==> src/shared/sio_pkg.sv <==
package sio_pkg;

  // ---------------------------------------------------------------------------
  // Register map (byte addresses)
  // ---------------------------------------------------------------------------
  localparam logic [4:0] SIO_OFF_MODE  = 5'h00;
  localparam logic [4:0] SIO_OFF_CTRL0 = 5'h04;
  localparam logic [4:0] SIO_OFF_DIV   = 5'h08;
  localparam logic [4:0] SIO_OFF_CTRL1 = 5'h0c;
  localparam logic [4:0] SIO_OFF_TXBUF = 5'h10;
  localparam logic [4:0] SIO_OFF_RXBUF = 5'h14;
  localparam logic [4:0] SIO_OFF_IRQ   = 5'h18;

  // ---------------------------------------------------------------------------
  // Reset values
  // ---------------------------------------------------------------------------
  localparam logic [7:0] SIO_RST_MODE  = 8'h00;
  localparam logic [2:0] SIO_RST_CTRL0 = 3'h0;
  localparam logic [7:0] SIO_RST_DIV   = 8'h00;

  // ---------------------------------------------------------------------------
  // Mode field codes
  // ---------------------------------------------------------------------------
  localparam logic [2:0] SIO_MODE_OFF  = 3'h0;
  localparam logic [2:0] SIO_MODE_SYNC = 3'h1;
  localparam logic [2:0] SIO_MODE_U7   = 3'h4;
  localparam logic [2:0] SIO_MODE_U8   = 3'h5;
  localparam logic [2:0] SIO_MODE_U9   = 3'h6;

  // ---------------------------------------------------------------------------
  // Counts
  // ---------------------------------------------------------------------------
  localparam logic [3:0] SIO_SYNC_BITS   = 4'h8;
  localparam logic [3:0] SIO_OVERSAMPLE  = 4'hf;  // Last count of divide-by-16
  localparam logic [8:0] SIO_PRE_2       = 9'h001;
  localparam logic [8:0] SIO_PRE_16      = 9'h00f;
  localparam logic [8:0] SIO_PRE_64      = 9'h03f;
  localparam logic [8:0] SIO_PRE_512     = 9'h1ff;
  localparam int         SIO_CLK_HZ      = 20000000;

  // Transmitter states
  typedef enum logic [4:0] {
    SIO_ST_IDLE  = 5'b00001,
    SIO_ST_START = 5'b00010,
    SIO_ST_DATA  = 5'b00100,
    SIO_ST_PAR   = 5'b01000,
    SIO_ST_STOP  = 5'b10000
  } sio_tx_state_t;

endpackage

==> src/sio_serial_channel.sv <==
// Decided for this implementation: the Avalon-MM slave port and the placing of the registers.
module sio_serial_channel (
  input  wire logic        SYS_CLK_I,         // System clock, 20 MHz
  input  wire logic        RESET_I,           // Synchronous reset, active high
  input  wire logic [4:0]  AVS_ADDRESS_I,     // Byte address
  input  wire logic        AVS_READ_I,        // Read request
  input  wire logic        AVS_WRITE_I,       // Write request
  input  wire logic [31:0] AVS_WRITEDATA_I,   // Write data
  input  wire logic [3:0]  AVS_BYTEENABLE_I,  // Byte lanes
  output logic      [31:0] AVS_READDATA_O,    // Read data
  output logic             AVS_WAITREQUEST_O, // Stall
  input  wire logic        CLK_PIN_I,         // Shift clock / baud source pin
  input  wire logic        RXD_I,             // Serial data in
  input  wire logic        CTS_N_I,           // Clear to send, active low
  output logic             TXD_O,             // Serial data out
  output logic             RTS_N_O,           // Ready to receive, active low
  input  wire logic        TX_IRQ_ACK_I,      // Transmit request accepted
  input  wire logic        RX_IRQ_ACK_I,      // Receive request accepted
  output logic             TX_IRQ_O,          // Transmit request flag
  output logic             RX_IRQ_O           // Receive request flag
);
  import sio_pkg::*;

  // ---------------------------------------------------------------------------
  // Pin synchronisers
  // ---------------------------------------------------------------------------
  logic [2:0] clk_sync_reg;
  logic [1:0] rxd_sync_reg;
  logic [1:0] cts_sync_reg;

  // Two flops per pin; third clock stage only feeds the edge detector
  always_ff @(posedge SYS_CLK_I)
  begin
    if (RESET_I)
    begin
      clk_sync_reg <= 3'h7;
      rxd_sync_reg <= 2'h3;
      cts_sync_reg <= 2'h3;
    end
    else
    begin
      clk_sync_reg <= {clk_sync_reg[1:0], CLK_PIN_I};
      rxd_sync_reg <= {rxd_sync_reg[0], RXD_I};
      cts_sync_reg <= {cts_sync_reg[0], CTS_N_I};
    end
  end

  logic pin_rise;
  logic rxd_s;
  logic cts_n_s;
  assign pin_rise = clk_sync_reg[1] & ~clk_sync_reg[2];
  assign rxd_s    = rxd_sync_reg[1];
  assign cts_n_s  = cts_sync_reg[1];

  // ---------------------------------------------------------------------------
  // Bus slave: one wait state, then the answer
  // ---------------------------------------------------------------------------
  logic        ack_reg;
  logic [31:0] rdata_reg;
  logic        wr_fire;
  logic        rd_fire;

  assign AVS_WAITREQUEST_O = (AVS_READ_I | AVS_WRITE_I) & ~ack_reg;
  assign wr_fire           = AVS_WRITE_I & ack_reg;
  assign rd_fire           = AVS_READ_I & ack_reg;
  assign AVS_READDATA_O    = rdata_reg;

  // Ack alternates so every access sees exactly one stalled cycle
  always_ff @(posedge SYS_CLK_I)
  begin
    if (RESET_I)
      ack_reg <= 1'b0;
    else
      ack_reg <= (AVS_READ_I | AVS_WRITE_I) & ~ack_reg;
  end

  // ---------------------------------------------------------------------------
  // Control registers
  // ---------------------------------------------------------------------------
  logic [7:0] mode_reg;   // [2:0] mode, 3 ext clk, 4 two stop, 5 even, 6 parity en
  logic [2:0] ctrl0_reg;  // [1:0] count source, 2 RTS select
  logic [7:0] div_reg;
  logic       tx_en_reg;
  logic       rx_en_reg;
  logic [8:0] txbuf_reg;
  logic       lo_we;

  assign lo_we = wr_fire & AVS_BYTEENABLE_I[0];

  // Software-written configuration
  always_ff @(posedge SYS_CLK_I)
  begin
    if (RESET_I)
    begin
      mode_reg  <= SIO_RST_MODE;
      ctrl0_reg <= SIO_RST_CTRL0;
      div_reg   <= SIO_RST_DIV;
      tx_en_reg <= 1'b0;
      rx_en_reg <= 1'b0;
    end
    else if (lo_we)
    begin
      if (AVS_ADDRESS_I == SIO_OFF_MODE)
        mode_reg <= AVS_WRITEDATA_I[7:0];
      if (AVS_ADDRESS_I == SIO_OFF_CTRL0)
        ctrl0_reg <= AVS_WRITEDATA_I[2:0];
      if (AVS_ADDRESS_I == SIO_OFF_DIV)
        div_reg <= AVS_WRITEDATA_I[7:0];
      if (AVS_ADDRESS_I == SIO_OFF_CTRL1)
      begin
        tx_en_reg <= AVS_WRITEDATA_I[0];
        rx_en_reg <= AVS_WRITEDATA_I[2];
      end
    end
  end

  logic uart_mode;
  logic sync_mode;
  assign uart_mode = mode_reg[2] & (mode_reg[1:0] != 2'h3);
  assign sync_mode = mode_reg[2:0] == SIO_MODE_SYNC;

  // RTS low only while reception is enabled and RTS is selected
  assign RTS_N_O = ~(ctrl0_reg[2] & rx_en_reg);

  // ---------------------------------------------------------------------------
  // Baud generation
  // ---------------------------------------------------------------------------
  logic [8:0] pre_cnt_reg;
  logic [8:0] pre_last;
  logic       src_tick;
  logic [7:0] brg_cnt_reg;
  logic       brg_tick;
  logic [3:0] os_cnt_reg;
  logic       bit_tick;

  // Prescaler terminal count per count source
  always_comb
  begin
    unique case (ctrl0_reg[1:0])
      2'h0: pre_last = SIO_PRE_2;
      2'h1: pre_last = SIO_PRE_16;
      2'h2: pre_last = SIO_PRE_64;
      2'h3: pre_last = SIO_PRE_512;
    endcase
  end

  // External source ticks once per synced pin rising edge
  assign src_tick = mode_reg[3] ? pin_rise : (pre_cnt_reg == pre_last);
  assign brg_tick = src_tick & (brg_cnt_reg == 8'h00);
  assign bit_tick = brg_tick & (os_cnt_reg == SIO_OVERSAMPLE);

  // Free prescaler, divide by n+1, then by sixteen
  always_ff @(posedge SYS_CLK_I)
  begin
    if (RESET_I)
    begin
      pre_cnt_reg <= 9'h000;
      brg_cnt_reg <= 8'h00;
      os_cnt_reg  <= 4'h0;
    end
    else
    begin
      pre_cnt_reg <= (pre_cnt_reg == pre_last) ? 9'h000 : pre_cnt_reg + 9'h001;
      if (src_tick)
        brg_cnt_reg <= (brg_cnt_reg == 8'h00) ? div_reg : brg_cnt_reg - 8'h01;
      if (brg_tick)
        os_cnt_reg <= os_cnt_reg + 4'h1;
    end
  end

  // ---------------------------------------------------------------------------
  // Asynchronous transmitter
  // ---------------------------------------------------------------------------
  sio_tx_state_t st_reg;
  logic [8:0]    sh_reg;
  logic [3:0]    cnt_reg;
  logic          par_reg;
  logic          txd_reg;
  logic          tbe_reg;
  logic          tsre_reg;
  logic          tx_irq_reg;
  logic          can_start;
  logic          load;
  logic [3:0]    nbits;
  logic          buf_we;

  assign buf_we    = lo_we & (AVS_ADDRESS_I == SIO_OFF_TXBUF);
  assign can_start = uart_mode & tx_en_reg & ~tbe_reg
                   & (ctrl0_reg[2] | ~cts_n_s);
  assign load      = bit_tick & can_start
                   & ((st_reg == SIO_ST_IDLE)
                   | ((st_reg == SIO_ST_STOP) & (cnt_reg == 4'h0)));
  assign nbits     = (mode_reg[2:0] == SIO_MODE_U7) ? 4'h7 :
                     (mode_reg[2:0] == SIO_MODE_U8) ? 4'h8 : 4'h9;
  assign TXD_O     = txd_reg;

  // Transmit buffer holds nine bits; bit 8 arrives on lane 1
  always_ff @(posedge SYS_CLK_I)
  begin
    if (RESET_I)
      txbuf_reg <= 9'h000;
    else if (buf_we)
      txbuf_reg <= {AVS_BYTEENABLE_I[1] ? AVS_WRITEDATA_I[8] : txbuf_reg[8],
                    AVS_WRITEDATA_I[7:0]};
  end

  // Buffer empty: write clears, load sets; load wins if both land together,
  // so a word written into a full buffer as it drains is dropped
  always_ff @(posedge SYS_CLK_I)
  begin
    if (RESET_I)
      tbe_reg <= 1'b1;
    else if (load)
      tbe_reg <= 1'b1;
    else if (buf_we)
      tbe_reg <= 1'b0;
  end

  // Frame sequencer; line held high whenever no frame runs
  always_ff @(posedge SYS_CLK_I)
  begin
    if (RESET_I)
    begin
      st_reg   <= SIO_ST_IDLE;
      sh_reg   <= 9'h000;
      cnt_reg  <= 4'h0;
      par_reg  <= 1'b0;
      txd_reg  <= 1'b1;
      tsre_reg <= 1'b1;
    end
    else if (load)
    begin
      // Seven-bit mode ignores bit 7; ninth bit only in nine-bit mode
      sh_reg   <= {mode_reg[2:0] == SIO_MODE_U9 ? txbuf_reg[8] : 1'b0,
                   txbuf_reg[7:0]};
      cnt_reg  <= nbits - 4'h1;
      par_reg  <= ~mode_reg[5];
      st_reg   <= SIO_ST_START;
      txd_reg  <= 1'b0;
      tsre_reg <= 1'b0;
    end
    else if (bit_tick)
    begin
      unique case (st_reg)
        SIO_ST_IDLE:
          txd_reg <= 1'b1;
        SIO_ST_START:
        begin
          st_reg  <= SIO_ST_DATA;
          txd_reg <= sh_reg[0];
          par_reg <= par_reg ^ sh_reg[0];
          sh_reg  <= {1'b0, sh_reg[8:1]};
        end
        SIO_ST_DATA:
        begin
          if (cnt_reg == 4'h0)
          begin
            st_reg  <= mode_reg[6] ? SIO_ST_PAR : SIO_ST_STOP;
            txd_reg <= mode_reg[6] ? par_reg : 1'b1;
            cnt_reg <= (mode_reg[4] & ~mode_reg[6]) ? 4'h1 : 4'h0;
          end
          else
          begin
            cnt_reg <= cnt_reg - 4'h1;
            txd_reg <= sh_reg[0];
            par_reg <= par_reg ^ sh_reg[0];
            sh_reg  <= {1'b0, sh_reg[8:1]};
          end
        end
        SIO_ST_PAR:
        begin
          st_reg  <= SIO_ST_STOP;
          txd_reg <= 1'b1;
          cnt_reg <= mode_reg[4] ? 4'h1 : 4'h0;
        end
        SIO_ST_STOP:
        begin
          if (cnt_reg == 4'h0)
          begin
            st_reg   <= SIO_ST_IDLE;
            tsre_reg <= 1'b1;
          end
          else
            cnt_reg <= cnt_reg - 4'h1;
        end
      endcase
    end
  end

  // ---------------------------------------------------------------------------
  // Synchronous receiver, external shift clock
  // ---------------------------------------------------------------------------
  logic [7:0] rsh_reg;
  logic [3:0] rcnt_reg;
  logic [7:0] rxbuf_reg;
  logic       rdone_reg;
  logic       ovr_reg;
  logic       rx_irq_reg;
  logic       shift_en;
  logic       byte_done;
  logic       rxbuf_rd;

  assign shift_en  = sync_mode & mode_reg[3] & tx_en_reg & rx_en_reg & pin_rise;
  assign byte_done = shift_en & (rcnt_reg == SIO_SYNC_BITS - 4'h1);
  assign rxbuf_rd  = rd_fire & (AVS_ADDRESS_I == SIO_OFF_RXBUF);

  // Shift right with the new bit entering at the top
  always_ff @(posedge SYS_CLK_I)
  begin
    if (RESET_I)
    begin
      rsh_reg   <= 8'h00;
      rcnt_reg  <= 4'h0;
      rxbuf_reg <= 8'h00;
    end
    else if (~(tx_en_reg & rx_en_reg))
      rcnt_reg <= 4'h0;
    else if (shift_en)
    begin
      rsh_reg  <= {rxd_s, rsh_reg[7:1]};
      rcnt_reg <= byte_done ? 4'h0 : rcnt_reg + 4'h1;
      if (byte_done)
        rxbuf_reg <= {rxd_s, rsh_reg[7:1]};
    end
  end

  // Completion and overrun; a new byte wins over a same-cycle clear
  always_ff @(posedge SYS_CLK_I)
  begin
    if (RESET_I)
    begin
      rdone_reg <= 1'b0;
      ovr_reg   <= 1'b0;
    end
    else
    begin
      if (byte_done)
        rdone_reg <= 1'b1;
      else if (rxbuf_rd)
        rdone_reg <= 1'b0;
      if (byte_done & rdone_reg)
        ovr_reg <= 1'b1;
      else if (rxbuf_rd | ~rx_en_reg)
        ovr_reg <= 1'b0;
    end
  end

  // ---------------------------------------------------------------------------
  // Request flags: set wins over acceptance or software clear
  // ---------------------------------------------------------------------------
  logic irq_clr_we;
  assign irq_clr_we = lo_we & (AVS_ADDRESS_I == SIO_OFF_IRQ);
  assign TX_IRQ_O   = tx_irq_reg;
  assign RX_IRQ_O   = rx_irq_reg;

  always_ff @(posedge SYS_CLK_I)
  begin
    if (RESET_I)
    begin
      tx_irq_reg <= 1'b0;
      rx_irq_reg <= 1'b0;
    end
    else
    begin
      if (load)
        tx_irq_reg <= 1'b1;
      else if (TX_IRQ_ACK_I | (irq_clr_we & AVS_WRITEDATA_I[0]))
        tx_irq_reg <= 1'b0;
      if (byte_done)
        rx_irq_reg <= 1'b1;
      else if (RX_IRQ_ACK_I | (irq_clr_we & AVS_WRITEDATA_I[1]))
        rx_irq_reg <= 1'b0;
    end
  end

  // ---------------------------------------------------------------------------
  // Read data, captured in the stalled cycle
  // ---------------------------------------------------------------------------
  always_ff @(posedge SYS_CLK_I)
  begin
    if (RESET_I)
      rdata_reg <= 32'h0000_0000;
    else if (AVS_READ_I & ~ack_reg)
    begin
      unique case (AVS_ADDRESS_I)
        SIO_OFF_MODE:  rdata_reg <= {24'h000000, mode_reg};
        SIO_OFF_CTRL0: rdata_reg <= {28'h0000000, tsre_reg, ctrl0_reg};
        SIO_OFF_DIV:   rdata_reg <= {24'h000000, div_reg};
        SIO_OFF_CTRL1: rdata_reg <= {24'h000000, ovr_reg, 2'h0, ovr_reg,
                                     rdone_reg, rx_en_reg, tbe_reg, tx_en_reg};
        SIO_OFF_TXBUF: rdata_reg <= {23'h000000, txbuf_reg};
        SIO_OFF_RXBUF: rdata_reg <= {24'h000000, rxbuf_reg};
        SIO_OFF_IRQ:   rdata_reg <= {30'h00000000, rx_irq_reg, tx_irq_reg};
        default:       rdata_reg <= 32'h0000_0000;
      endcase
    end
  end

  // ---------------------------------------------------------------------------
  // Assertions
  // ---------------------------------------------------------------------------
  property p_rts;
    @(posedge SYS_CLK_I) disable iff (RESET_I)
    (ctrl0_reg[2] && $rose(rx_en_reg)) |-> !RTS_N_O;
  endproperty
  a_rts: assert property (p_rts) else $error("RTS not low when enabled");

  property p_rx_done;
    @(posedge SYS_CLK_I) disable iff (RESET_I)
    byte_done |=> rdone_reg && rx_irq_reg
                  && rxbuf_reg == (($past(rsh_reg) >> 1) | {$past(rxd_s), 7'h00});
  endproperty
  a_rx_done: assert property (p_rx_done) else $error("byte not delivered");

  property p_rx_clear;
    @(posedge SYS_CLK_I) disable iff (RESET_I)
    (rxbuf_rd && !byte_done) |=> !rdone_reg;
  endproperty
  a_rx_clear: assert property (p_rx_clear) else $error("completion not cleared");

  property p_overrun;
    @(posedge SYS_CLK_I) disable iff (RESET_I)
    (byte_done && rdone_reg) |=> ovr_reg && rdone_reg;
  endproperty
  a_overrun: assert property (p_overrun) else $error("overrun missed");

  property p_gate;
    @(posedge SYS_CLK_I) disable iff (RESET_I)
    !tx_en_reg |=> $stable(rsh_reg);
  endproperty
  a_gate: assert property (p_gate) else $error("shift without enable");

  property p_start_low;
    @(posedge SYS_CLK_I) disable iff (RESET_I)
    load |=> !TXD_O && st_reg == SIO_ST_START && tbe_reg && !tsre_reg && tx_irq_reg;
  endproperty
  a_start_low: assert property (p_start_low) else $error("bad frame start");

  property p_idle_high;
    @(posedge SYS_CLK_I) disable iff (RESET_I)
    (st_reg == SIO_ST_IDLE || st_reg == SIO_ST_STOP) |-> TXD_O;
  endproperty
  a_idle_high: assert property (p_idle_high) else $error("line low outside frame");

  property p_buf_clear;
    @(posedge SYS_CLK_I) disable iff (RESET_I)
    (buf_we && !load) |=> !tbe_reg;
  endproperty
  a_buf_clear: assert property (p_buf_clear) else $error("buffer empty not cleared");

  property p_cts;
    @(posedge SYS_CLK_I) disable iff (RESET_I)
    (load && !ctrl0_reg[2]) |-> !cts_n_s && tx_en_reg;
  endproperty
  a_cts: assert property (p_cts) else $error("start without CTS");

  c_frame:   cover property (@(posedge SYS_CLK_I) disable iff (RESET_I) load ##[1:800] tsre_reg);
  c_b2b:     cover property (@(posedge SYS_CLK_I) disable iff (RESET_I)
                             load && st_reg == SIO_ST_STOP);
  c_rx_byte: cover property (@(posedge SYS_CLK_I) disable iff (RESET_I) byte_done);
  c_ovr:     cover property (@(posedge SYS_CLK_I) disable iff (RESET_I) byte_done && rdone_reg);

endmodule

==> config.mk <==
export PLATFORM = sky130hd
export DESIGN_NAME = sio_serial_channel
export DESIGN_NICKNAME = d
export VERILOG_FILES = /design/src/shared/sio_pkg.sv /design/src/sio_serial_channel.sv
export SDC_FILE = /design/constraint.sdc
export NUM_CORES = 1
export LEC_CHECK = 0
export BUFFER_PORTS_ARGS = -buffer_cell sky130_fd_sc_hd__buf_2
export CAP_MARGIN = 30
export CELL_PAD_IN_SITES_DETAIL_PLACEMENT = 0
export CELL_PAD_IN_SITES_GLOBAL_PLACEMENT = 1
export CORE_AREA = 2 2 118 120
export CTS_CLUSTER_DIAMETER = 60
export DETAILED_ROUTE_END_ITERATION = 8
export DIE_AREA = 0 0 120 122
export PLACE_DENSITY = 0.84
export SLEW_MARGIN = 20
export SYNTH_ARGS = -nofsm -noshare
export SYNTH_HDL_FRONTEND = slang
export SYNTH_SLANG_ARGS = --single-unit
==> constraint.sdc <==
create_clock -name SYS_CLK_I -period 3 [get_ports SYS_CLK_I]
set_input_delay 0 -clock SYS_CLK_I [delete_from_list [all_inputs] [get_ports SYS_CLK_I]]
set_output_delay 0 -clock SYS_CLK_I [all_outputs]
set_load 0.1 [all_outputs]
## After elaboration in Yosys (flattened, before gate mapping)

Index checks and enable logic that the tools add are counted.

- Add/sub/neg operators: 6
- $mul: 0
- Div/mod/pow operators: 0
- Order comparisons: 0
- Equal/unequal tests: 28
- Shift-type cells: 0
- Multiplexer cells: 46
- Bitwise logic cells: 45
- Reductions and logical operators: 33

Operators with widths:

| kind | number |
|---|---|
| $pmux 9 s7 | 1 |
| $pmux 9 s4 | 1 |
| $and 1x1->1 | 29 |
| $mux 9 | 3 |
| $mux 1 | 24 |
| $mux 4 | 6 |
| $eq 5x5->1 const B | 4 |
| $pmux 5 s4 | 1 |
| $pmux 9 s2 | 1 |
| $eq 5x4->1 const B | 3 |
| $mux 5 | 3 |
| $reduce_and 2->1 | 7 |
| $reduce_bool 2->1 | 7 |
| $pmux 4 s3 | 1 |
| $reduce_and 3->1 | 4 |
| $reduce_bool 4->1 | 3 |
| $eq 5x3->1 const B | 2 |
| $add 9x1->9 const B | 1 |
| $eq 3x3->1 const B | 3 |
| $eq 9x9->1 | 1 |
| $ne 3x3->1 const B | 3 |
| $not 1->1 | 9 |
| $add 4x1->4 const B | 2 |
| $logic_not 8->1 | 1 |
| other kinds (25) | 38 |

- Register bits after elaboration: 137
- Latch bits: 0
- Memory bits (writable): 0
- Bits in read-only memories: 0
- Output and inout bits: 37
- Logic and storage cells: 188
- Memories kept: 0

## Logic depth before layout (Yosys ltp)

Gate-level depths: netlist (run 1).

- Word-level depth: 10
- Mapped depth: 11

## Worst setup path before layout (run 1)

OpenSTA, ideal clock, no wires.

- Path kind: register -> register
- Start point: register brg_cnt_reg[0]
- End point: register cnt_reg[2]
- Setup time: 0.117 ns
- Data arrival time: 2.248 ns
- Path slack: 0.634 ns
- Stages on the path, launching flop included: 11
- Buffers on the path: 2
- Period minus slack after synthesis: 2.366 ns
- Path through: dfxtp_1 -> inv_1 -> ha_1 -> or3b_1 -> clkbuf_1 -> or2_1 -> buf_6 -> or3_4 -> nand2_2 -> o21ai_0 -> a32o_1

- Longest elaborated chain between the ends: 7
- Elaborated cells on any way between the ends: 10
- Those cells by class: eq/ne (1); mux (1); bitwise (4); reduce/logical (4)

RTL lines:

| item | RTL line | source |
|---|---|---|
| start, declared | sio_serial_channel.sv:131 | `logic [7:0] brg_cnt_reg;` |
| start signal, assigned | sio_serial_channel.sv:165 | `brg_cnt_reg <= (brg_cnt_reg == 8'h00) ? div_reg : brg_cnt_reg - 8'h01;` |
| $logic_not 8->1 * | sio_serial_channel.sv:149 | `assign brg_tick = src_tick & (brg_cnt_reg == 8'h00);` |
| $and 1x1->1 * | sio_serial_channel.sv:149 |  |
| $and 1x1->1 * | sio_serial_channel.sv:150 | `assign bit_tick = brg_tick & (os_cnt_reg == SIO_OVERSAMPLE);` |
| $and 1x1->1 | sio_serial_channel.sv:190 | `assign load = bit_tick & can_start` |
| $and 1x1->1 | sio_serial_channel.sv:191 | `& ((st_reg == SIO_ST_IDLE)` |
| $ne 3x3->1 (no source line) (tied with other cells) | -- |  |
| $reduce_and 3->1 (no source line) | -- |  |
| end signal, assigned | sio_serial_channel.sv:236 | `cnt_reg <= nbits - 4'h1;` |
| end signal, assigned | sio_serial_channel.sv:260 | `cnt_reg <= (mode_reg[4] & ~mode_reg[6]) ? 4'h1 : 4'h0;` |
| end signal, assigned | sio_serial_channel.sv:264 | `cnt_reg <= cnt_reg - 4'h1;` |
| end, declared | sio_serial_channel.sv:176 | `logic [3:0] cnt_reg;` |

Mark *: on every way between the ends. The rest lies on a longest branch, timed or not.
A chain may end at the register's enable or synchronous reset.

## Final worst setup path (run 1)

Ends and elaborated chain as after synthesis.

==> results.py, run 1 <==
metrics = {
    "placed_design": {
        "dp_hpwl_mm": 10.51,
        "place_area_um2": 5725,
        "place_inst": 867,
        "gp_congestion": 0.8432,
        "portBuffers": 38,
    },
    "timing": {
        "timing.final.crit_share_pct": 89.48,
        "slew_violations": 0,
        "max_slew_margin_pct": 51.12,
        "skew_ns": 0.008590,
        "fin_crit_ns": 2.684,
        "fin_tns_setup_ns": 0,
        "hold_viol": 0,
        "worst_slew_pin_slew_ns": 0.7333,
        "rsz0062_at_grt": "no",
        "max_freq_ghz": 0.3725,
        "setup_violations": 0,
    },
    "power_and_ir_drop": {
        "irDropWorstVdd_uv": 331.4,
        "power.density_nw_per_um2": 683.7,
        "power_leakage_nw": 2.409,
    },
    "logic_synthesis": {
        "yosys.area_share.adder_pct": 1.365,
        "synth-simple-area-share_pct": 24.85,
        "yosys-mux-area-fraction_pct": 2.663,
        "syn_inst": 680,
        "synth-seq-area-share_pct": 41.15,
        "synthesis.area_um2": 5498,
        "ys_warn_count": 0,
        "synth_top_family_by_area": "simple AND/OR/NAND/NOR gates",
        "synth_compound_area_share_pct": 20.05,
        "ys_ff_latch": 113,
        "synth-xor-area-share_pct": 2.549,
        "ys_types": 68,
        "synth_flop_cell": "dfxtp_1",
        "async_flop_share_pct": 0,
        "synth_area_per_cell_um2": 8.085,
        "synth_edf_count": 0,
    },
    "final_layout": {
        "final_util_pct": 48.89,
        "drive_gt1_share_pct": 14.50,
        "multi_input_area_um2": 2917,
        "area_growth_pct": 20.10,
        "nNetsFinal": 781,
        "seqCellArea_um2": 2262,
        "final_cells": 919,
        "finalInstanceArea_um2": 6603,
        "n_fill_cell": 1295,
    },
    "worst_setup_path": {
        "critPathKind": "flip-flop to flip-flop",
        "crit_arrival_ns": 2.99,
        "endpoint": "cnt_reg[2]",
        "crit_buf_inv": 1,
        "crit_family": "simple AND/OR/NAND/NOR gates",
        "r2r_end": "cnt_reg[2]",
        "r2r_slack_ns": 0.32,
        "rr_startpoint": "brg_cnt_reg[0]",
        "reg2regPathDepth": 8,
        "path_max_fanout": 19,
        "cp_cell_sequence": "inv_1, ha_1, or3b_1, or2_1, or3_4, nand2_2, o21ai_0, a32o_1",
        "cp_slowest_cell": "or3b_1",
        "cp_num_cells": 8,
        "max_stage_delay_ns": 0.46,
        "crit_required_ns": 3.31,
        "crit_path_start_kind": "flip-flop",
        "startpoint": "brg_cnt_reg[0]",
        "end_kind": "flip-flop",
    },
    "drt": {
        "wl_per_cell_um": 16.20,
        "drtIter0Drc": 464,
        "drt-pass1-iter-count": 5,
        "drc_errors": 0,
        "vias": 5068,
        "vias_per_cell": 5.515,
        "ant_nets": 0,
        "drt-total-wl_mm": 14.89,
    },
    "floorplan": {
        "rows": 43,
        "dieWidth_um": 120,
        "boundaryPins": 87,
        "initial_core_util_pct": 40.71,
        "core_area_um2": 13500,
        "fp.dieH_um": 122,
        "die_area_um2": 14640,
    },
    "grt": {
        "grt_use_total_pct": 21.24,
        "grt_max_degree": 45,
        "grt_antenna_before_repair": 2,
        "grt_pass1_vias": 4803,
        "overflow": 0,
        "grt_pass1_wl_mm": 24.10,
    },
    "hold_path": {
        "hp-start": "AVS_ADDRESS_I[3]",
        "timing.hold.worst.class": "input port to flip-flop",
    },
    "clocking": {
        "hold_buffers": 19,
        "cts_resized": 0,
        "cts_setup_buffers": 0,
        "cts_buffers": 17,
        "cts_tree": "built",
        "clock_sinks": 113,
        "worstSkewPairLatency_ns": 0.42,
        "htreeDepth": 4,
        "max-clock-path-buffers": 2,
        "clock-root-buffer": "clkbuf_16",
        "clkSlewWorstSetupHoldPaths_ns": 0.05,
    },
    "status": {
        "outcome": "finished, final reports clean",
    },
    "run": {
        "drv_cap": 0,
    },
}
[stage by stage]
step / setup WS [ns] / power [W] / hold WS, ns
after floorplan: 0.6343 / 0.002150 / 0.1038
after global placement: 0.3989 / 0.002184 / 0.1848
after detailed placement: 0.3493 / 0.002199 / 0.1904
after CTS: 0.3468 / 0.004537 / 0.1101
after global routing: 0.1588 / 0.004684 / 0.1633
final: 0.3157 / 0.004514 / 0.1252
[cell usage after synthesis (4+ instances only)]
cell,count,area [um2]
xnor2_1,7,61.31
nand4_1,6,37.54
and3_1,5,31.28
a22o_1,8,70.07
clkbuf_1,35,131.4
or3_1,6,37.54
nand2b_1,9,56.30
mux2i_1,9,90.09
a21oi_1,74,370.4
buf_4,23,172.7
o211ai_1,5,37.54
or4_1,6,45.04
nor2_1,65,244.0
o21ai_0,28,140.1
xor2_1,9,78.83
ha_1,6,75.07
nand3_1,43,215.2
or2_2,10,62.56
dfxtp_1,113,2262
mux2_2,5,56.30
nor3b_1,4,30.03
a22oi_1,22,165.2
a31oi_1,4,25.02
nor2b_1,5,31.28
nand2_1,89,334.1
a32oi_1,5,43.79
inv_1,13,48.80
nor3_1,6,30.03
[worst min path at each step]
stage | endpoint | cells past startpoint | slack (ns)
3_5_place_dp | rxd_sync_reg[0] | 2 | 0.19
4_1_cts | rx_en_reg | 4 | 0.11
3_3_place_gp | cts_sync_reg[0] | 2 | 0.18
6_report | rx_en_reg | 4 | 0.13
5_1_grt | rx_en_reg | 4 | 0.16
2_1_floorplan | clk_sync_reg[0] | 1 | 0.10
[kinds of logic (layout without fill, tap and decap cells)]
family	count (synthesis)	after routing
and+or+nand+nor	279	279
buffers and inverters	77	113
AOI/OAI and AO/OA	174	174
adders and majority gates	6	6
DFF	113	113
other	1	24
muxes	14	14
xor gates and xnor gates	16	16
[routing by layer]
metal  vias to the layer above  routed length (um)  track usage (%)
met4                         0                 411            8.897
met2                       200                6972            35.33
li1                       2466                   -                -
met1                      2363                6458            26.00
met3                        39                1044            5.665
met5                         -                   0                0
[cell type report]
cell class	instances	share of cell area, %
Sequential cell	113	34.26
Clock buffer	19	6.860
Clock inverter	13	3.506
Antenna cell	1	0.03790
Tap cell	180	3.411
Multi-Input combinational cell	512	44.17
Inverter	13	0.7391
Timing Repair Buffer	68	7.012
[layout by cell type (no fill, tap or decap), drive strengths merged, types with 7 or more instances in the layout]
| cell type | instances |
|---|---|
| a21oi | 74 |
| a22o | 8 |
| a22oi | 23 |
| buf | 49 |
| clkbuf | 19 |
| conb | 23 |
| dfxtp | 113 |
| dlygate4sd3 | 19 |
| inv | 14 |
| mux2i | 9 |
| nand2 | 90 |
| nand2b | 9 |
| nand3 | 43 |
| nor2 | 66 |
| nor3 | 7 |
| o21ai | 29 |
| or2 | 11 |
| or3 | 7 |
| or4 | 7 |
| xnor2 | 7 |
| xor2 | 9 |
[worst reg2reg max path: stages (launching register included)]
cell	delay, ns
dfxtp_1	0.33
inv_1	0.08
ha_1	0.19
or3b_1	0.46
or2_1	0.37
or3_4	0.43
nand2_2	0.30
o21ai_0	0.16
a32o_1	0.27
[report_power, final]
| group | switching (W) | internal (W) | total (W) |
|---|---|---|---|
| logic | 0.000413 | 0.000190 | 0.000604 |
| registers | 0.0000445 | 0.00155 | 0.00159 |
| clock network | 0.000717 | 0.00160 | 0.00232 |
Power figures use the tool's default switching activity.
==> inputs of run 2 (changes only) <==
--- a/config.mk
+++ b/config.mk
@@ -13,6 +13,7 @@
 export CTS_CLUSTER_DIAMETER = 60
 export DETAILED_ROUTE_END_ITERATION = 8
 export DIE_AREA = 0 0 120 122
+export GPL_ROUTABILITY_DRIVEN = 0
 export PLACE_DENSITY = 0.84
 export SLEW_MARGIN = 20
 export SYNTH_ARGS = -nofsm -noshare
==> constraint.sdc (replaced) <==
create_clock -name SYS_CLK_I -period 3 [get_ports SYS_CLK_I]
set_input_delay 0.15 -clock SYS_CLK_I [delete_from_list [all_inputs] [get_ports SYS_CLK_I]]
set_output_delay 0.15 -clock SYS_CLK_I [all_outputs]
set_load 0.1 [all_outputs]
==> run 2 against run 1 <==
Setup slack worse by 0.022 ns; combinational power down 1%; highest routed layer unchanged; maximum frequency down 0.80%.
==> results.py, run 2 (same netlist as run 1, synthesis figures left out) <==
metrics = {
    "status": {
        "outcome": "finished, final reports clean",
    },
    "timing": {
        "max_slew_margin_pct": 53.32,
        "whs_ns": 0.01331,
        "fin_tns_setup_ns": 0,
        "fin_crit_ns": 2.706,
        "hold_viol": 0,
        "rsz0062_at_grt": "no",
        "slew_violations": 0,
        "timing.final.crit_share_pct": 90.19,
        "worst_slew_pin_slew_ns": 0.7003,
        "skew_ns": 0.008494,
        "max_freq_ghz": 0.3696,
        "setup_violations": 0,
    },
    "worst_setup_path": {
        "crit_required_ns": 3.31,
        "crit_path_start_kind": "flip-flop",
        "end_kind": "flip-flop",
        "crit_family": "simple AND/OR/NAND/NOR gates",
        "path_max_fanout": 19,
        "crit_buf_inv": 1,
        "critPathKind": "flip-flop to flip-flop",
        "crit_arrival_ns": 3.01,
        "cp_slowest_cell": "or3b_1",
        "cp_cell_sequence": "inv_1, ha_1, or3b_1, or2_1, or3_4, nand2_2, o21ai_0, a32o_1",
        "max_stage_delay_ns": 0.47,
    },
    "grt": {
        "grt_pass1_vias": 4646,
        "grt_pass1_wl_mm": 23.38,
        "grt_use_total_pct": 20.54,
        "overflow": 0,
        "grt_max_degree": 79,
        "grt_antenna_before_repair": 0,
    },
    "final_layout": {
        "n_fill_cell": 1319,
        "area_growth_pct": 16.34,
        "multi_input_area_um2": 2917,
        "final_common_cell": "dfxtp_1",
        "drive_gt1_share_pct": 14.50,
        "seqCellArea_um2": 2262,
        "most-common-layout-cells": "dfxtp_1, nand2_1, a21oi_1",
        "antenna_cells": 0,
        "nNetsFinal": 767,
    },
    "placed_design": {
        "portBuffers": 38,
        "dp_hpwl_mm": 10.35,
    },
    "drt": {
        "vias": 5028,
        "wl_per_cell_um": 15.92,
        "drt-total-wl_mm": 14.39,
        "vias_per_cell": 5.562,
        "drc_errors": 0,
        "drt-pass1-iter-count": 8,
        "ant_nets": 0,
        "drtIter0Drc": 499,
    },
    "run": {
        "drv_cap": 0,
    },
    "floorplan": {
        "boundaryPins": 87,
        "fp.dieH_um": 122,
        "dieWidth_um": 120,
        "rows": 43,
        "initial_core_util_pct": 40.71,
        "die_area_um2": 14640,
        "core_area_um2": 13500,
    },
    "clocking": {
        "hold_buffers": 6,
        "clock_sinks": 113,
        "cts_buffers": 17,
        "cts_tree": "built",
        "htreeDepth": 4,
        "clkSlewWorstSetupHoldPaths_ns": 0.06,
        "worstSkewPairLatency_ns": 0.42,
        "cts_resized": 0,
        "max-clock-path-buffers": 2,
        "clock-root-buffer": "clkbuf_16",
        "cts_setup_buffers": 0,
    },
    "power_and_ir_drop": {
        "swShare_pct": 27.81,
        "power.density_nw_per_um2": 660.8,
        "p_switching_w": 0.001176,
        "intPower_w": 0.003051,
        "power_frac_comb_pct": 14.1,
        "p_clk_share_pct": 48.2,
        "irDropWorstVdd_uv": 380.6,
        "share_seq_of_total_power_pct": 37.7,
        "power_leakage_nw": 2.303,
    },
    "hold_path": {
        "timing.hold.worst.class": "input port to flip-flop",
    },
}
-- run 2: changes by cell type in the layout (fill, tap and decap cells not counted) --
| cell | change |
|---|---|
| dlygate4sd3_1 | -13 |
| clkinvlp_4 | +4 |
| bufinv_16 | -3 |
| buf_4 | -2 |
| buf_12 | +1 |
| clkbuf_1 | +1 |
| clkbuf_8 | -1 |
| diode_2 | -1 |
| inv_6 | -1 |
-- run 2: final cells by class --
cell class | instances | share of cell area [%]
flip-flops and latches | 113 | 35.37
repair buffers | 54 | 5.282
well taps | 180 | 3.521
clock inverters | 13 | 2.543
clock buffers | 19 | 6.925
inverters | 13 | 0.7629
multi-input cells | 512 | 45.60
-- run 2: metrics by stage --
step | util [%] | instance area, um2 | total power [W] | worst slack (ns) | cells
after global routing | 47.36 | 6396 | 0.004392 | 0.1865 | 904
after CTS | 47.36 | 6396 | 0.004258 | 0.3089 | 904
after floorplan | - | 5580 | 0.002150 | 0.6343 | 702
after global placement | 42.43 | 5731 | 0.002183 | 0.3915 | 866
after detailed placement | 42.43 | 5731 | 0.002205 | 0.3110 | 866
final | 47.36 | 6396 | 0.004227 | 0.2942 | 904
-- run 2: worst register-to-register path: cells and delay by family (launching register included) --
family	cells	cell delay, ns
AND/OR/NAND/NOR	4	1.55
buffers and inverters	1	0.09
AO/OA/AOI/OAI	2	0.44
adder cells (fa/ha/maj)	1	0.19
flip-flops	1	0.33
-- run 2: power groups by stage --
stage / registers (W) / logic, W / clock network [W]
after CTS: 0.00159 / 0.000592 / 0.00207
final: 0.00159 / 0.000598 / 0.00204
after floorplan: 0.00161 / 0.000540 / 0
after detailed placement: 0.00162 / 0.000582 / 0
after global routing: 0.00160 / 0.000649 / 0.00214
after global placement: 0.00162 / 0.000566 / 0
-- run 2: worst paths after layout --
path                                          from  cells past startpoint              end  slack [ns]
worst max-delay path                brg_cnt_reg[0]                      8       cnt_reg[2]        0.29
worst min-delay path            AVS_WRITEDATA_I[3]                      3     txbuf_reg[3]        0.01
worst max register to register      brg_cnt_reg[0]                      8       cnt_reg[2]        0.29
worst min register to register     clk_sync_reg[0]                      1  clk_sync_reg[1]        0.41
-- run 2: metal layers --
metal  part of all wire, %  GRT usage [%]  routed length, um  vias up
met3                   6.9          6.180                995       43
met4                   4.1          11.62                597        0
li1                      -              -                  -     2439
met2                    45          31.04               6530      178
met1                    44          26.07               6266     2368
met5                     0              0                  0        -
==> inputs of run 3 (changes only) <==
--- a/config.mk
+++ b/config.mk
@@ -9,10 +9,10 @@
 export CAP_MARGIN = 30
 export CELL_PAD_IN_SITES_DETAIL_PLACEMENT = 0
 export CELL_PAD_IN_SITES_GLOBAL_PLACEMENT = 1
-export CORE_AREA = 2 2 118 120
+export CORE_AREA = 2 2 151 94
 export CTS_CLUSTER_DIAMETER = 60
 export DETAILED_ROUTE_END_ITERATION = 8
-export DIE_AREA = 0 0 120 122
+export DIE_AREA = 0 0 153 96
 export GPL_ROUTABILITY_DRIVEN = 0
 export PLACE_DENSITY = 0.84
 export SLEW_MARGIN = 20
==> run 3 against run 2 <==
Global-route usage grew 0.67 points; setup slack is essentially flat; die area rose by 0.33%; critical endpoint unchanged; clock power about the same.
==> results.py, run 3 (same netlist as run 1, synthesis figures left out) <==
metrics = {
    "timing": {
        "hold_viol": 0,
        "max_slew_margin_pct": 49.69,
        "setup_violations": 0,
        "fin_tns_setup_ns": 0,
        "slew_violations": 0,
        "max_freq_ghz": 0.3695,
        "fin_crit_ns": 2.706,
        "skew_ns": 0.008037,
        "rsz0062_at_grt": "no",
        "timing.final.crit_share_pct": 90.21,
        "worst_slew_pin_slew_ns": 0.7547,
        "setup_ws_ns": 0.2938,
    },
    "placed_design": {
        "pre_cts_ws_ns": 0.3407,
        "portBuffers": 38,
        "dp_hpwl_mm": 10.91,
        "place_inst": 861,
        "place_area_um2": 5712,
    },
    "clocking": {
        "max-clock-path-buffers": 2,
        "cts_tree": "built",
        "cts_buffers": 17,
        "clock-root-buffer": "clkbuf_16",
        "cts_setup_buffers": 0,
        "cts_resized": 0,
        "clkSlewWorstSetupHoldPaths_ns": 0.06,
        "worstSkewPairLatency_ns": 0.41,
        "clock_sinks": 113,
        "htreeDepth": 4,
    },
    "drt": {
        "vias": 5015,
        "vias_per_cell": 5.591,
        "wl_per_cell_um": 16.95,
        "ant_nets": 0,
        "drt-total-wl_mm": 15.21,
        "drt-pass1-iter-count": 5,
        "drtIter0Drc": 536,
        "drc_errors": 0,
    },
    "floorplan": {
        "rows": 33,
        "die_area_um2": 14690,
        "boundaryPins": 87,
        "fp.dieH_um": 96,
        "core_area_um2": 13340,
        "dieWidth_um": 153,
        "initial_core_util_pct": 41.22,
    },
    "grt": {
        "grt_max_degree": 73,
        "grt_use_total_pct": 21.20,
        "overflow": 0,
        "grt_antenna_before_repair": 0,
        "grt_pass1_vias": 4493,
        "grt_pass1_wl_mm": 24.25,
    },
    "power_and_ir_drop": {
        "finalPower_w": 0.004252,
        "irDropWorstVdd_uv": 323.3,
        "power.density_nw_per_um2": 668.4,
        "power_leakage_nw": 2.293,
    },
    "worst_setup_path": {
        "critPathKind": "flip-flop to flip-flop",
        "crit_required_ns": 3.30,
        "end_kind": "flip-flop",
        "crit_arrival_ns": 3.00,
        "crit_path_start_kind": "flip-flop",
        "path_max_fanout": 19,
    },
    "final_layout": {
        "antenna_cells": 0,
        "area_growth_pct": 15.73,
        "finalInstanceArea_um2": 6362,
        "final_common_cell": "dfxtp_1",
        "final_cells": 897,
        "nNetsFinal": 765,
        "n_fill_cell": 1277,
        "most-common-layout-cells": "dfxtp_1, nand2_1, a21oi_1",
        "drive_gt1_share_pct": 14.68,
    },
    "status": {
        "outcome": "finished, final reports clean",
    },
    "run": {
        "drv_cap": 0,
    },
    "hold_path": {
        "timing.hold.worst.class": "input port to flip-flop",
    },
}
-- run 3: critical path, stage by stage (launching register included) --
cell,delay (ns)
dfxtp_1,0.32
inv_1,0.07
ha_1,0.19
or3b_1,0.47
or2_1,0.37
or3_4,0.42
nand2_2,0.30
o21ai_0,0.16
a32o_1,0.28
-- run 3: path summary, 6_finish.rpt --
path                                       from         endpoint  slack [ns]  cells after the start
worst max-delay path             brg_cnt_reg[0]       cnt_reg[2]        0.29                      8
worst min register to register  cts_sync_reg[0]  cts_sync_reg[1]        0.41                      1
worst max register to register   brg_cnt_reg[0]       cnt_reg[2]        0.29                      8
worst min-delay path               TX_IRQ_ACK_I         TX_IRQ_O       0.008                      3
-- run 3: area by class of cell --
class | instances | area, um2 | area share, %
clock buffers | 17 | 425.4 | 6.686
flip-flops and latches | 113 | 2262 | 35.56
inverters | 13 | 48.80 | 0.7670
multi-input cells | 512 | 2917 | 45.84
well taps | 175 | 219.0 | 3.441
clock inverters | 15 | 185.2 | 2.911
repair buffers | 52 | 305.3 | 4.798
-- run 3: power by group --
| group | internal (W) | switching (W) |
|---|---|---|
| clock network | 0.00131 | 0.000757 |
| logic | 0.000179 | 0.000412 |
| registers | 0.00155 | 0.0000444 |
-- run 3: layer usage --
layer	share of wire, %	track usage (%)
met1	50	31.40
met2	41	29.60
met3	8.3	6.574
met4	0.61	5.324
met5	0	0
-- run 3: through the flow --
| step | util [%] | hold slack, ns |
|---|---|---|
| global route | 47.71 | 0.02090 |
| floorplan | - | 0.2538 |
| global placement | 42.83 | 0.3344 |
| CTS | 47.71 | 0.002251 |
| finish | 47.71 | 0.007512 |
| detailed placement | 42.83 | 0.3387 |
-- run 3: repair_timing --
item / in CTS / in global routing
endpoints found under the setup margin: 0 / 0
hold buffers: 4 / 0
hold endpoints to repair: 4 / 0
